### src/design/irq_ctrl_pkg.sv
// Purpose: Shared constants and types for the vectored priority interrupt controller
// Assumes: 16-bit registers reached over a 32-bit Avalon-MM slave, one word each
// Notes:   Only the first request-flag bank lives here; other banks are handled elsewhere
`default_nettype none
package irq_ctrl_pkg;
  localparam int unsigned REG_W        = 16;
  localparam int unsigned NSRC         = 16;
  localparam int unsigned PRIO_W       = 3;
  localparam int unsigned LVL_W        = 4;
  localparam int unsigned VEC_W        = 24;
  localparam int unsigned ADDR_W       = 6;

  // Byte offsets of the register words
  localparam logic [5:0] OFF_STATUS    = 6'h00;
  localparam logic [5:0] OFF_CORE      = 6'h04;
  localparam logic [5:0] OFF_CTL_ONE   = 6'h08;
  localparam logic [5:0] OFF_CTL_TWO   = 6'h0C;
  localparam logic [5:0] OFF_FLAGS     = 6'h10;
  localparam logic [5:0] OFF_ENABLE    = 6'h14;
  localparam logic [5:0] OFF_PRIO0     = 6'h18;
  localparam logic [5:0] OFF_PRIO3     = 6'h24;
  localparam logic [5:0] OFF_VECTOR    = 6'h28;

  // Field positions
  localparam int unsigned CPL_LSB      = 5;
  localparam int unsigned CPL_TOP_BIT  = 3;
  localparam int unsigned NEST_BIT     = 15;
  localparam int unsigned ARITH_BIT    = 4;
  localparam int unsigned ADDR_BIT     = 3;
  localparam int unsigned STACK_BIT    = 2;
  localparam int unsigned OSC_BIT      = 1;
  localparam int unsigned ALT_BIT      = 15;
  localparam int unsigned TDIS_BIT     = 14;

  // Reset values
  localparam logic [REG_W-1:0] RST_ZERO = 16'h0000;
  localparam logic [LVL_W-1:0] RST_LVL  = 4'h0;

  // Implemented bits of the first flag bank, trap flags, polarity and priority fields
  localparam logic [REG_W-1:0] FLAG_MASK = 16'h3FEF;
  localparam logic [REG_W-1:0] TRAP_MASK = 16'h001E;
  localparam logic [REG_W-1:0] POL_MASK  = 16'h0007;
  localparam logic [REG_W-1:0] PRIO_MASK = 16'h7777;

  // Vector table bases and timer, serial and USB vector numbers
  localparam logic [VEC_W-1:0] DEF_BASE  = 24'h000014;
  localparam logic [VEC_W-1:0] ALT_OFS   = 24'h000100;
  localparam logic [6:0] VEC_TMR1 = 7'h03;
  localparam logic [6:0] VEC_TMR2 = 7'h07;
  localparam logic [6:0] VEC_TMR3 = 7'h08;
  localparam logic [6:0] VEC_TMR4 = 7'h1B;
  localparam logic [6:0] VEC_TMR5 = 7'h1C;
  localparam logic [6:0] VEC_UART1_ERR = 7'h41;
  localparam logic [6:0] VEC_UART1_RX  = 7'h0B;
  localparam logic [6:0] VEC_UART1_TX  = 7'h0C;
  localparam logic [6:0] VEC_USB       = 7'h56;

  typedef struct packed {
    logic arith;
    logic addr;
    logic stack;
    logic osc;
  } trap_ev_t;

  typedef struct packed {
    logic             valid;
    logic [6:0]       vec_num;
    logic [VEC_W-1:0] vec_addr;
    logic [PRIO_W-1:0] prio;
  } irq_req_t;
endpackage : irq_ctrl_pkg
`default_nettype wire

### src/design/prio_pick.sv
// Purpose: Picks the winning pending source of one flag bank
// Assumes: Source index equals vector number within the bank
// Notes:   Lowest index wins among equal priorities; result is registered
`default_nettype none
module prio_pick #(
  parameter int unsigned N  = 16,
  parameter int unsigned PW = 3
) (
  input  wire logic          clk,
  input  wire logic          srst,
  input  wire logic [N-1:0]  pend,
  input  wire logic [N*PW-1:0] prio,
  output logic               win_valid,
  output logic [6:0]         win_idx,
  output logic [PW-1:0]      win_prio
);
  if (N < 1 || N > 128) begin : g_bad_n
    $error("prio_pick: N out of range");
  end

  logic          best_v;
  logic [6:0]    best_i;
  logic [PW-1:0] best_p;

  // Strictly greater keeps the lower index on ties
  always_comb begin
    best_v = 1'b0;
    best_i = 7'h00;
    best_p = '0;
    for (int i = 0; i < N; i++) begin
      if (pend[i] && (!best_v || prio[i*PW +: PW] > best_p)) begin
        best_v = 1'b1;
        best_i = 7'(i);
        best_p = prio[i*PW +: PW];
      end
    end
  end

  // Registered result
  always_ff @(posedge clk) begin
    if (srst) begin
      win_valid <= 1'b0;
      win_idx   <= 7'h00;
      win_prio  <= '0;
    end else begin
      win_valid <= best_v;
      win_idx   <= best_i;
      win_prio  <= best_p;
    end
  end
endmodule // prio_pick
`default_nettype wire

### src/design/irq_ctrl.sv
// Purpose: Vectored priority interrupt controller, first source bank and global control
// Assumes: Avalon-MM slave, 32-bit data, low 16 bits used; events are synchronised pulses
// Notes:   External pins pass a two-stage synchroniser before edge detection
//
// Decided for this implementation: the Avalon-MM slave port and the placing of the registers.
`default_nettype none
// Functional notes
// - Each source has a flag set by hardware, cleared only by software
// - Each source has its own software enable bit
// - Each source has a 3-bit priority, one of eight levels
// - Flag, enable and priority fields packed by vector number from bit 0
// - CPU level low bits at status bits 7:5, writable by software
// - Core control bit 3 is the level top bit; software cannot set it
// - Low bits give levels 0-7, or 8-15 with top bit; 7 blocks users
// - Nesting disable makes the CPU level low bits read-only
// - Control one bit 15 disables interrupt nesting
// - Control one holds sticky trap flags in bits 4..1
// - Control two bits 2..0 select external edge, 1 means falling
// - Timers map to vectors 3,7,8,27,28; alternate address is default plus 100h
// - USB uses vector 86 at C0h, alternate 1C0h, bank 5 bit 6
// - Serial port one uses vectors 65, 11 and 12
// - Unimplemented bits read zero and ignore writes
// - Alternate table select makes all vectors come from the alternate table
// - Equal priorities resolve to the lower vector number
module irq_ctrl
(
  input  wire logic                          SYS_CLK,
  input  wire logic                          SRST,
  input  wire logic [irq_ctrl_pkg::ADDR_W-1:0] AVS_ADDRESS,
  input  wire logic                          AVS_READ,
  input  wire logic                          AVS_WRITE,
  input  wire logic [31:0]                   AVS_WRITEDATA,
  input  wire logic [3:0]                    AVS_BYTEENABLE,
  output logic [31:0]                        AVS_READDATA,
  output logic                               AVS_WAITREQUEST,
  input  wire logic [irq_ctrl_pkg::NSRC-1:0] SRC_EVENT,
  input  wire logic [2:0]                    EXT_IRQ_PIN,
  input  wire irq_ctrl_pkg::trap_ev_t        TRAP_EVENT,
  input  wire logic                          TEMP_DISABLE,
  input  wire logic                          CPU_LEVEL_LOAD,
  input  wire logic [irq_ctrl_pkg::LVL_W-1:0] CPU_LEVEL_IN,
  output irq_ctrl_pkg::irq_req_t             IRQ_REQ,
  output logic [irq_ctrl_pkg::LVL_W-1:0]     CPU_LEVEL,
  output logic                               NEST_DISABLE,
  output logic                               ALT_TABLE
);
  import irq_ctrl_pkg::*;

  // Register map, one 16-bit register per 32-bit word, upper half reads zero
  //   0x00  CPU status: level low bits at 7:5, locked while nesting is disabled
  //   0x04  Core control: level top bit at 3, clear-only from software
  //   0x08  Control one: nesting disable at 15, sticky trap flags at 4..1
  //   0x0C  Control two: table select 15, temporary disable 14, polarity 2..0
  //   0x10  Request flags of vectors 0..15
  //   0x14  Source enables of vectors 0..15
  //   0x18  Priorities of vectors 0..3, one nibble each, nibble top bit unused
  //   0x1C  Priorities of vectors 4..7
  //   0x20  Priorities of vectors 8..11
  //   0x24  Priorities of vectors 12..15
  //   0x28  Vector address of the current winner, read-only
  //   Anything else reads zero and ignores writes
  //   Byte enable bit 0 gates bits 7:0, bit 1 gates bits 15:8
  // Request path latency: a flag set at edge N reaches the winner register
  // at N+1 and the request output at N+2; a level change reaches the request
  // output at the very next edge, with no extra edge in between
  // Sources 0, 13 and 20-equivalent: bank zero holds ext irq zero at bit 0 only
  localparam int unsigned EXT0_SRC = 0;

  logic [REG_W-1:0] flags_q;
  logic [REG_W-1:0] enable_q;
  logic [REG_W-1:0] prio_q [4];
  logic [2:0]       cpl_low_q;
  logic             cpl_top_q;
  logic             nest_dis_q;
  logic [3:0]       trap_q;
  logic             alt_sel_q;
  logic [2:0]       polarity_q;
  logic             tdis_q;
  logic [2:0]       pin_s1_q;
  logic [2:0]       pin_s2_q;
  logic [2:0]       pin_prev_q;
  logic             ack_q;
  logic [31:0]      rdata_q;

  logic             acc;
  logic             wr_fire;
  logic             rd_fire;
  logic [REG_W-1:0] wdata;
  logic [REG_W-1:0] wmask;
  logic [2:0]       rise;
  logic [2:0]       fall;
  logic [2:0]       ext_edge;
  logic [NSRC-1:0]  set_vec;
  logic [NSRC*PRIO_W-1:0] prio_flat;
  logic             win_valid;
  logic [6:0]       win_idx;
  logic [PRIO_W-1:0] win_prio;
  logic [LVL_W-1:0] level;

  // Bus timing, seen from the master:
  //   cycle 0  request raised, waitrequest high, a read latches its data
  //   cycle 1  waitrequest low, a write lands at the closing edge
  //   The next request may follow directly; each access costs two cycles
  // Trade-off: a fixed wait state keeps read data registered, at one
  // extra cycle per access, which a core polling flags barely notices
  // One wait state per access; answer at the second edge of the request
  assign acc             = AVS_READ | AVS_WRITE;
  assign AVS_WAITREQUEST = acc & ~ack_q;
  assign wr_fire         = AVS_WRITE & ack_q;
  assign rd_fire         = AVS_READ & ~ack_q;
  assign wdata           = AVS_WRITEDATA[15:0];
  assign wmask           = {{8{AVS_BYTEENABLE[1]}}, {8{AVS_BYTEENABLE[0]}}};

  always_ff @(posedge SYS_CLK) begin
    if (SRST) begin
      ack_q <= 1'b0;
    end else begin
      ack_q <= acc & ~ack_q;
    end
  end

  // Two-stage synchroniser for the external pins, then edge detect on stage two
  always_ff @(posedge SYS_CLK) begin
    if (SRST) begin
      pin_s1_q   <= 3'h0;
      pin_s2_q   <= 3'h0;
      pin_prev_q <= 3'h0;
    end else begin
      pin_s1_q   <= EXT_IRQ_PIN;
      pin_s2_q   <= pin_s1_q;
      pin_prev_q <= pin_s2_q;
    end
  end

  // Edge detect on stage two only; stage one may still be settling
  assign rise     = pin_s2_q & ~pin_prev_q;
  assign fall     = ~pin_s2_q & pin_prev_q;
  assign ext_edge = (polarity_q & fall) | (~polarity_q & rise);

  // Only external irq zero lands in this bank; the others belong to later banks
  // Limitation: pins one and two only pass the edge logic here, their
  // flags are raised by the banks that own their vectors
  always_comb begin
    set_vec = SRC_EVENT & FLAG_MASK;
    set_vec[EXT0_SRC] = SRC_EVENT[EXT0_SRC] | ext_edge[0];
  end

  // Flags: hardware set wins over a software clear in the same cycle
  always_ff @(posedge SYS_CLK) begin
    if (SRST) begin
      flags_q <= RST_ZERO;
    end else if (wr_fire && AVS_ADDRESS == OFF_FLAGS) begin
      flags_q <= (((flags_q & ~wmask) | (wdata & wmask)) | set_vec) & FLAG_MASK;
    end else begin
      flags_q <= (flags_q | set_vec) & FLAG_MASK;
    end
  end

  // Per-source enables
  always_ff @(posedge SYS_CLK) begin
    if (SRST) begin
      enable_q <= RST_ZERO;
    end else if (wr_fire && AVS_ADDRESS == OFF_ENABLE) begin
      enable_q <= ((enable_q & ~wmask) | (wdata & wmask)) & FLAG_MASK;
    end
  end

  // Priority registers, four 3-bit fields each
  always_ff @(posedge SYS_CLK) begin
    if (SRST) begin
      for (int i = 0; i < 4; i++) begin
        prio_q[i] <= RST_ZERO;
      end
    end else if (wr_fire && AVS_ADDRESS >= OFF_PRIO0 && AVS_ADDRESS <= OFF_PRIO3) begin
      prio_q[2'(AVS_ADDRESS[5:2] - OFF_PRIO0[5:2])] <=
        ((prio_q[2'(AVS_ADDRESS[5:2] - OFF_PRIO0[5:2])] & ~wmask) | (wdata & wmask))
        & PRIO_MASK;
    end
  end

  // CPU level: software writes the low bits unless nesting is disabled
  always_ff @(posedge SYS_CLK) begin
    if (SRST) begin
      cpl_low_q <= RST_LVL[2:0];
      cpl_top_q <= RST_LVL[3];
    end else if (CPU_LEVEL_LOAD) begin
      cpl_low_q <= CPU_LEVEL_IN[2:0];
      cpl_top_q <= CPU_LEVEL_IN[3];
    end else begin
      if (wr_fire && AVS_ADDRESS == OFF_STATUS && AVS_BYTEENABLE[0] && !nest_dis_q) begin
        cpl_low_q <= wdata[CPL_LSB +: 3];
      end
      // Top bit is clearable only, so traps stay unmaskable
      if (wr_fire && AVS_ADDRESS == OFF_CORE && AVS_BYTEENABLE[0] && !wdata[CPL_TOP_BIT]) begin
        cpl_top_q <= 1'b0;
      end
    end
  end

  // Control one: nesting disable and sticky traps
  always_ff @(posedge SYS_CLK) begin
    if (SRST) begin
      nest_dis_q <= 1'b0;
      trap_q     <= 4'h0;
    end else begin
      if (wr_fire && AVS_ADDRESS == OFF_CTL_ONE && AVS_BYTEENABLE[1]) begin
        nest_dis_q <= wdata[NEST_BIT];
      end
      if (wr_fire && AVS_ADDRESS == OFF_CTL_ONE && AVS_BYTEENABLE[0]) begin
        trap_q <= wdata[ARITH_BIT:OSC_BIT] | TRAP_EVENT;
      end else begin
        trap_q <= trap_q | TRAP_EVENT;
      end
    end
  end

  // Control two: table select, edge polarity and temporary disable status
  always_ff @(posedge SYS_CLK) begin
    if (SRST) begin
      alt_sel_q  <= 1'b0;
      polarity_q <= 3'h0;
      tdis_q     <= 1'b0;
    end else begin
      tdis_q <= TEMP_DISABLE;
      if (wr_fire && AVS_ADDRESS == OFF_CTL_TWO && AVS_BYTEENABLE[1]) begin
        alt_sel_q <= wdata[ALT_BIT];
      end
      if (wr_fire && AVS_ADDRESS == OFF_CTL_TWO && AVS_BYTEENABLE[0]) begin
        polarity_q <= wdata[2:0];
      end
    end
  end

  // Flatten priorities in vector order
  always_comb begin
    prio_flat = '0;
    for (int i = 0; i < NSRC; i++) begin
      prio_flat[i*PRIO_W +: PRIO_W] = prio_q[i/4][(i%4)*4 +: PRIO_W];
    end
  end

  prio_pick #(
    .N  (NSRC),
    .PW (PRIO_W)
  ) u_pick (
    .clk       (SYS_CLK),
    .srst      (SRST),
    .pend      (flags_q & enable_q),
    .prio      (prio_flat),
    .win_valid (win_valid),
    .win_idx   (win_idx),
    .win_prio  (win_prio)
  );

  // Four-bit CPU level; the top bit is set only by the core
  assign level = {cpl_top_q, cpl_low_q};

  // Request only when the winner beats the full four-bit level
  always_ff @(posedge SYS_CLK) begin
    if (SRST) begin
      IRQ_REQ <= '0;
    end else begin
      IRQ_REQ.valid    <= win_valid && ({1'b0, win_prio} > level);
      IRQ_REQ.vec_num  <= win_idx;
      IRQ_REQ.prio     <= win_prio;
      // No winner shows a zero address, so an idle vector word reads zero
      if (win_valid) begin
        IRQ_REQ.vec_addr <= DEF_BASE + VEC_W'({win_idx, 1'b0})
                            + (alt_sel_q ? ALT_OFS : '0);
      end else begin
        IRQ_REQ.vec_addr <= '0;
      end
    end
  end

  // Level and control outputs straight from their registers
  assign CPU_LEVEL    = level;
  assign NEST_DISABLE = nest_dis_q;
  assign ALT_TABLE    = alt_sel_q;

  // Read data registered on the first cycle, held for the answering edge
  always_ff @(posedge SYS_CLK) begin
    if (SRST) begin
      rdata_q <= 32'h0000_0000;
    end else if (rd_fire) begin
      case (AVS_ADDRESS)
        OFF_STATUS:  rdata_q <= 32'({cpl_low_q, 5'h00});
        OFF_CORE:    rdata_q <= 32'({cpl_top_q, 3'h0});
        OFF_CTL_ONE: rdata_q <= 32'({nest_dis_q, 10'h000, trap_q, 1'b0});
        OFF_CTL_TWO: rdata_q <= 32'({alt_sel_q, tdis_q, 11'h000, polarity_q});
        OFF_FLAGS:   rdata_q <= 32'(flags_q);
        OFF_ENABLE:  rdata_q <= 32'(enable_q);
        OFF_PRIO0:   rdata_q <= 32'(prio_q[0]);
        6'h1C:       rdata_q <= 32'(prio_q[1]);
        6'h20:       rdata_q <= 32'(prio_q[2]);
        OFF_PRIO3:   rdata_q <= 32'(prio_q[3]);
        OFF_VECTOR:  rdata_q <= 32'(IRQ_REQ.vec_addr);
        default:     rdata_q <= 32'h0000_0000;
      endcase
    end
  end

  // Read data always from the register, never from the decode
  assign AVS_READDATA = rdata_q;
endmodule // irq_ctrl
`default_nettype wire

### config.mk
export PLATFORM = sky130hd
export DESIGN_NAME = irq_ctrl
export DESIGN_NICKNAME = d
export VERILOG_FILES = /design/src/design/irq_ctrl_pkg.sv /design/src/design/prio_pick.sv /design/src/design/irq_ctrl.sv
export SDC_FILE = /design/constraint.sdc
export NUM_CORES = 1
export LEC_CHECK = 0
export ABC_AREA = 1
export BUFFER_PORTS_ARGS = -buffer_cell sky130_fd_sc_hd__buf_2
export CORE_MARGIN = 2
export CORE_UTILIZATION = 30
export DETAILED_ROUTE_END_ITERATION = 6
export MAX_ROUTING_LAYER = met4
export PLACE_DENSITY_LB_ADDON = 0.2
export SLEW_MARGIN = 40
export SYNTH_ARGS = -nofsm -noshare
export SYNTH_HDL_FRONTEND = slang
export SYNTH_SLANG_ARGS = --single-unit
export TNS_END_PERCENT = 20
### constraint.sdc
create_clock -name SYS_CLK -period 12.3 [get_ports SYS_CLK]
set_clock_uncertainty 0.15 [all_clocks]
set_input_delay 0.615 -clock SYS_CLK [delete_from_list [all_inputs] [get_ports SYS_CLK]]
set_output_delay 0.615 -clock SYS_CLK [all_outputs]
set_load 0.01 [all_outputs]
==> impl_metrics.tcl <==
set metrics [dict create \
    grt_first_pass_wirelength_um 43580 \
    critical_path_class "reg2reg" \
    p_int_uw 806.2 \
    yosysSeqAreaShare 0.3956 \
    whs_ns 0.2393 \
    yosys.area.top_type "dfxtp_1" \
    syn_inst 1041 \
    avgSynthCellArea_um2 7.486 \
    hold_class "in2reg" \
    p_clk_frac 0.479 \
    cts_tree "done" \
    preCtsSetupSlack_ns -0.6775 \
    fin_crit_sh 1.010 \
    startpoint_type "register" \
    crit_path_max_fanout 7 \
    tightest_slew_ns 0.7885 \
    setup_viol 6 \
    seq_power_share 0.429 \
    p_leak_uw 0.004833 \
    ios 149 \
    end_kind "register" \
    worstPathRequired_ns 12.47 \
    ys_seq_elements 130 \
    clock_latency_ns 0.43 \
    drt_iter0_markers 865 \
    fmax_mhz 80.46 \
    avgViaCountPerCell 4.984 \
    first_pass_iters 5 \
    critPathMaxStageDelay_ns 0.35 \
    cpMostUsedCell "nand2_2" \
    max-cap-violations 0 \
    slowest_stage "dfxtp_2" \
    dpl_cell_area_mm2 0.009037 \
    fin_setup_tns_ns -0.5666 \
    grt_pass1_vias 7284 \
    reg2reg_slack_ns -0.13 \
    synth_area_mm2 0.007792 \
    maxSlewHeadroom 0.4724 \
    sw_frac_of_total 0.2684 \
    status "finished with violations" \
    synth_cell_types 44 \
    placedCellCount 1514 \
    overflow 0 \
    vias 7884 \
    combPwrFrac 0.093 \
    numCtsBuffers 17 \
    synth_edf_count 48 \
    clockBufferDepth 2 \
    final_common_cell "inv_1" \
    die_height_um 165.2 \
    cts_hold_buf 0 \
    period_needed_ns 12.43 \
    dp_hpwl_um 22550 \
    synth-async-reset-ratio 0 \
    grtUsageTotal 0.2239 \
    final_cells 1582 \
    design_area_mm2 0.01046 \
    path_clk_slew_ns 0.07 \
    start_util 0.3077 \
    cp.arrival_ns 12.60 \
    fill_cells 2652 \
    gp_routability_congestion 0.9535 \
    slew_violations 0 \
    grt_max_degree 41 \
    yosys_warnings 0 \
    worst_slack_ns -0.1281 \
    htreeDepth 4 \
    num_rows 58 \
    die_w_um 165.2 \
    cts_root_buf "clkbuf_16" \
    fin_nets 1349 \
    io_buffer_count 88 \
    die_area_mm2 0.02728 \
    yosysTopAreaCellShare 0.2107 \
    power.density_mw_per_mm2 105.3 \
    violations "setup timing" \
    synth-main-ff-cell "dfxtp_1" \
    drt_wl_total_um 29510 \
    final_cell_mix "inv_1, nand2_1, nor2_1" \
    wl_per_cell_um 18.65 \
    core-area_mm2 0.02533 \
    p_sw_uw 295.8 \
    clock_sinks 130 \
    synth_area_leaders "dfxtp_1, edfxtp_1, nand2_1" \
    area_delta_synth_final_pct 34.25 \
    rsz0062_at_grt "yes" \
    drc 0 \
    antenna_found_initial 1 \
    hold_viol 0 \
    peakVddDrop_mv 0.07385 \
    drive_above_1_share 0.3149 \
    ant_nets 0 \
]
==> power groups by stage <==
stage | registers [uW] | clock network, uW | logic, uW
detailed placement | 480 | 0 | 93.4
CTS | 471 | 533 | 96.1
global route | 473 | 552 | 114
global placement | 480 | 0 | 93.0
floorplan | 474 | 0 | 64.7
finish | 473 | 527 | 102
==> metal layers <==
layer | global-route usage | share of wire | vias up
met3 | 0.03247 | 0.078 | 49
met5 | - | 0 | -
li1 | - | - | 3750
met4 | 0.06522 | 0.024 | 0
met2 | 0.3259 | 0.43 | 340
met1 | 0.3212 | 0.46 | 3745
==> cells by family after synthesis <==
| kind of cell | after synthesis | synth area share |
|---|---|---|
| compound gates | 221 | 0.1707 |
| xor+xnor | 1 | 0.001124 |
| fa+ha+maj | 36 | 0.05780 |
| buf+inv | 243 | 0.1357 |
| flops | 130 | 0.3956 |
| mux | 3 | 0.004335 |
| other cells | 1 | 0.0004812 |
| simple gates | 406 | 0.2343 |
==> stage by stage <==
step / total power [uW] / util
after floorplan: 539.0 / -
after global placement: 572.6 / 0.3567
after detailed placement: 573.1 / 0.3568
after CTS: 1101 / 0.3973
after global routing: 1139 / 0.4131
final: 1102 / 0.4131
==> cell usage after synthesis, types with 10 or more instances <==
library cell	number
a21oi_1	66
a22oi_1	11
nand2_1	191
nand2_4	12
nand3_1	34
edfxtp_1	48
nand2_2	12
o22ai_1	15
nor2_1	122
ha_1	36
buf_4	38
nand3_2	14
dfxtp_1	82
o21ai_0	64
o21ai_1	11
a221oi_1	10
clkbuf_1	25
inv_1	175
==> worst max-delay path, delay by kind of cell, from the launching register on <==
family                   cells  cell delay, ns
adder cells (fa/ha/maj)     11            2.73
AO/OA/AOI/OAI               23            2.72
AND/OR/NAND/NOR             59            4.94
buffers and inverters       18            1.51
flip-flops                   1            0.35
==> timing repair <==
action                     CTS  global route
pin swaps                   63            90
setup endpoints to repair    7             7
resized for setup           62            70
setup buffers               22            13
==> final cells by class <==
cell class	count	area, um2	area share
diodes	1	2.502	0.0002392
repair buffers	205	1353	0.1293
well taps	330	412.9	0.03947
flip-flops and latches	130	3085	0.2949
clock inverters	13	146.4	0.01399
clock buffers	19	454.2	0.04342
multi-input cells	704	4327	0.4136
inverters	180	680.7	0.06506
==> flip-flops by register name, summed over array words and instances (netlist names), 3 cells and up, named ones only <==
register and count:
u_pick.win_idx 4, prio_q 48, flags_q 13, cpl_low_q 3, IRQ_REQ 14, AVS_READDATA 16
polarity_q 3, trap_q 4, u_pick.win_prio 3
==> worst paths after layout <==
path                                           to    startpoint  cells after the start
worst max register to register  u_pick.win_idx[3]    flags_q[0]                    111
worst max-delay path            u_pick.win_idx[3]    flags_q[0]                    111
worst min-delay path                       tdis_q  TEMP_DISABLE                      3
worst min register to register        pin_s2_q[0]   pin_s1_q[0]                      2
No activity file was read; power rests on OpenSTA's default activity.
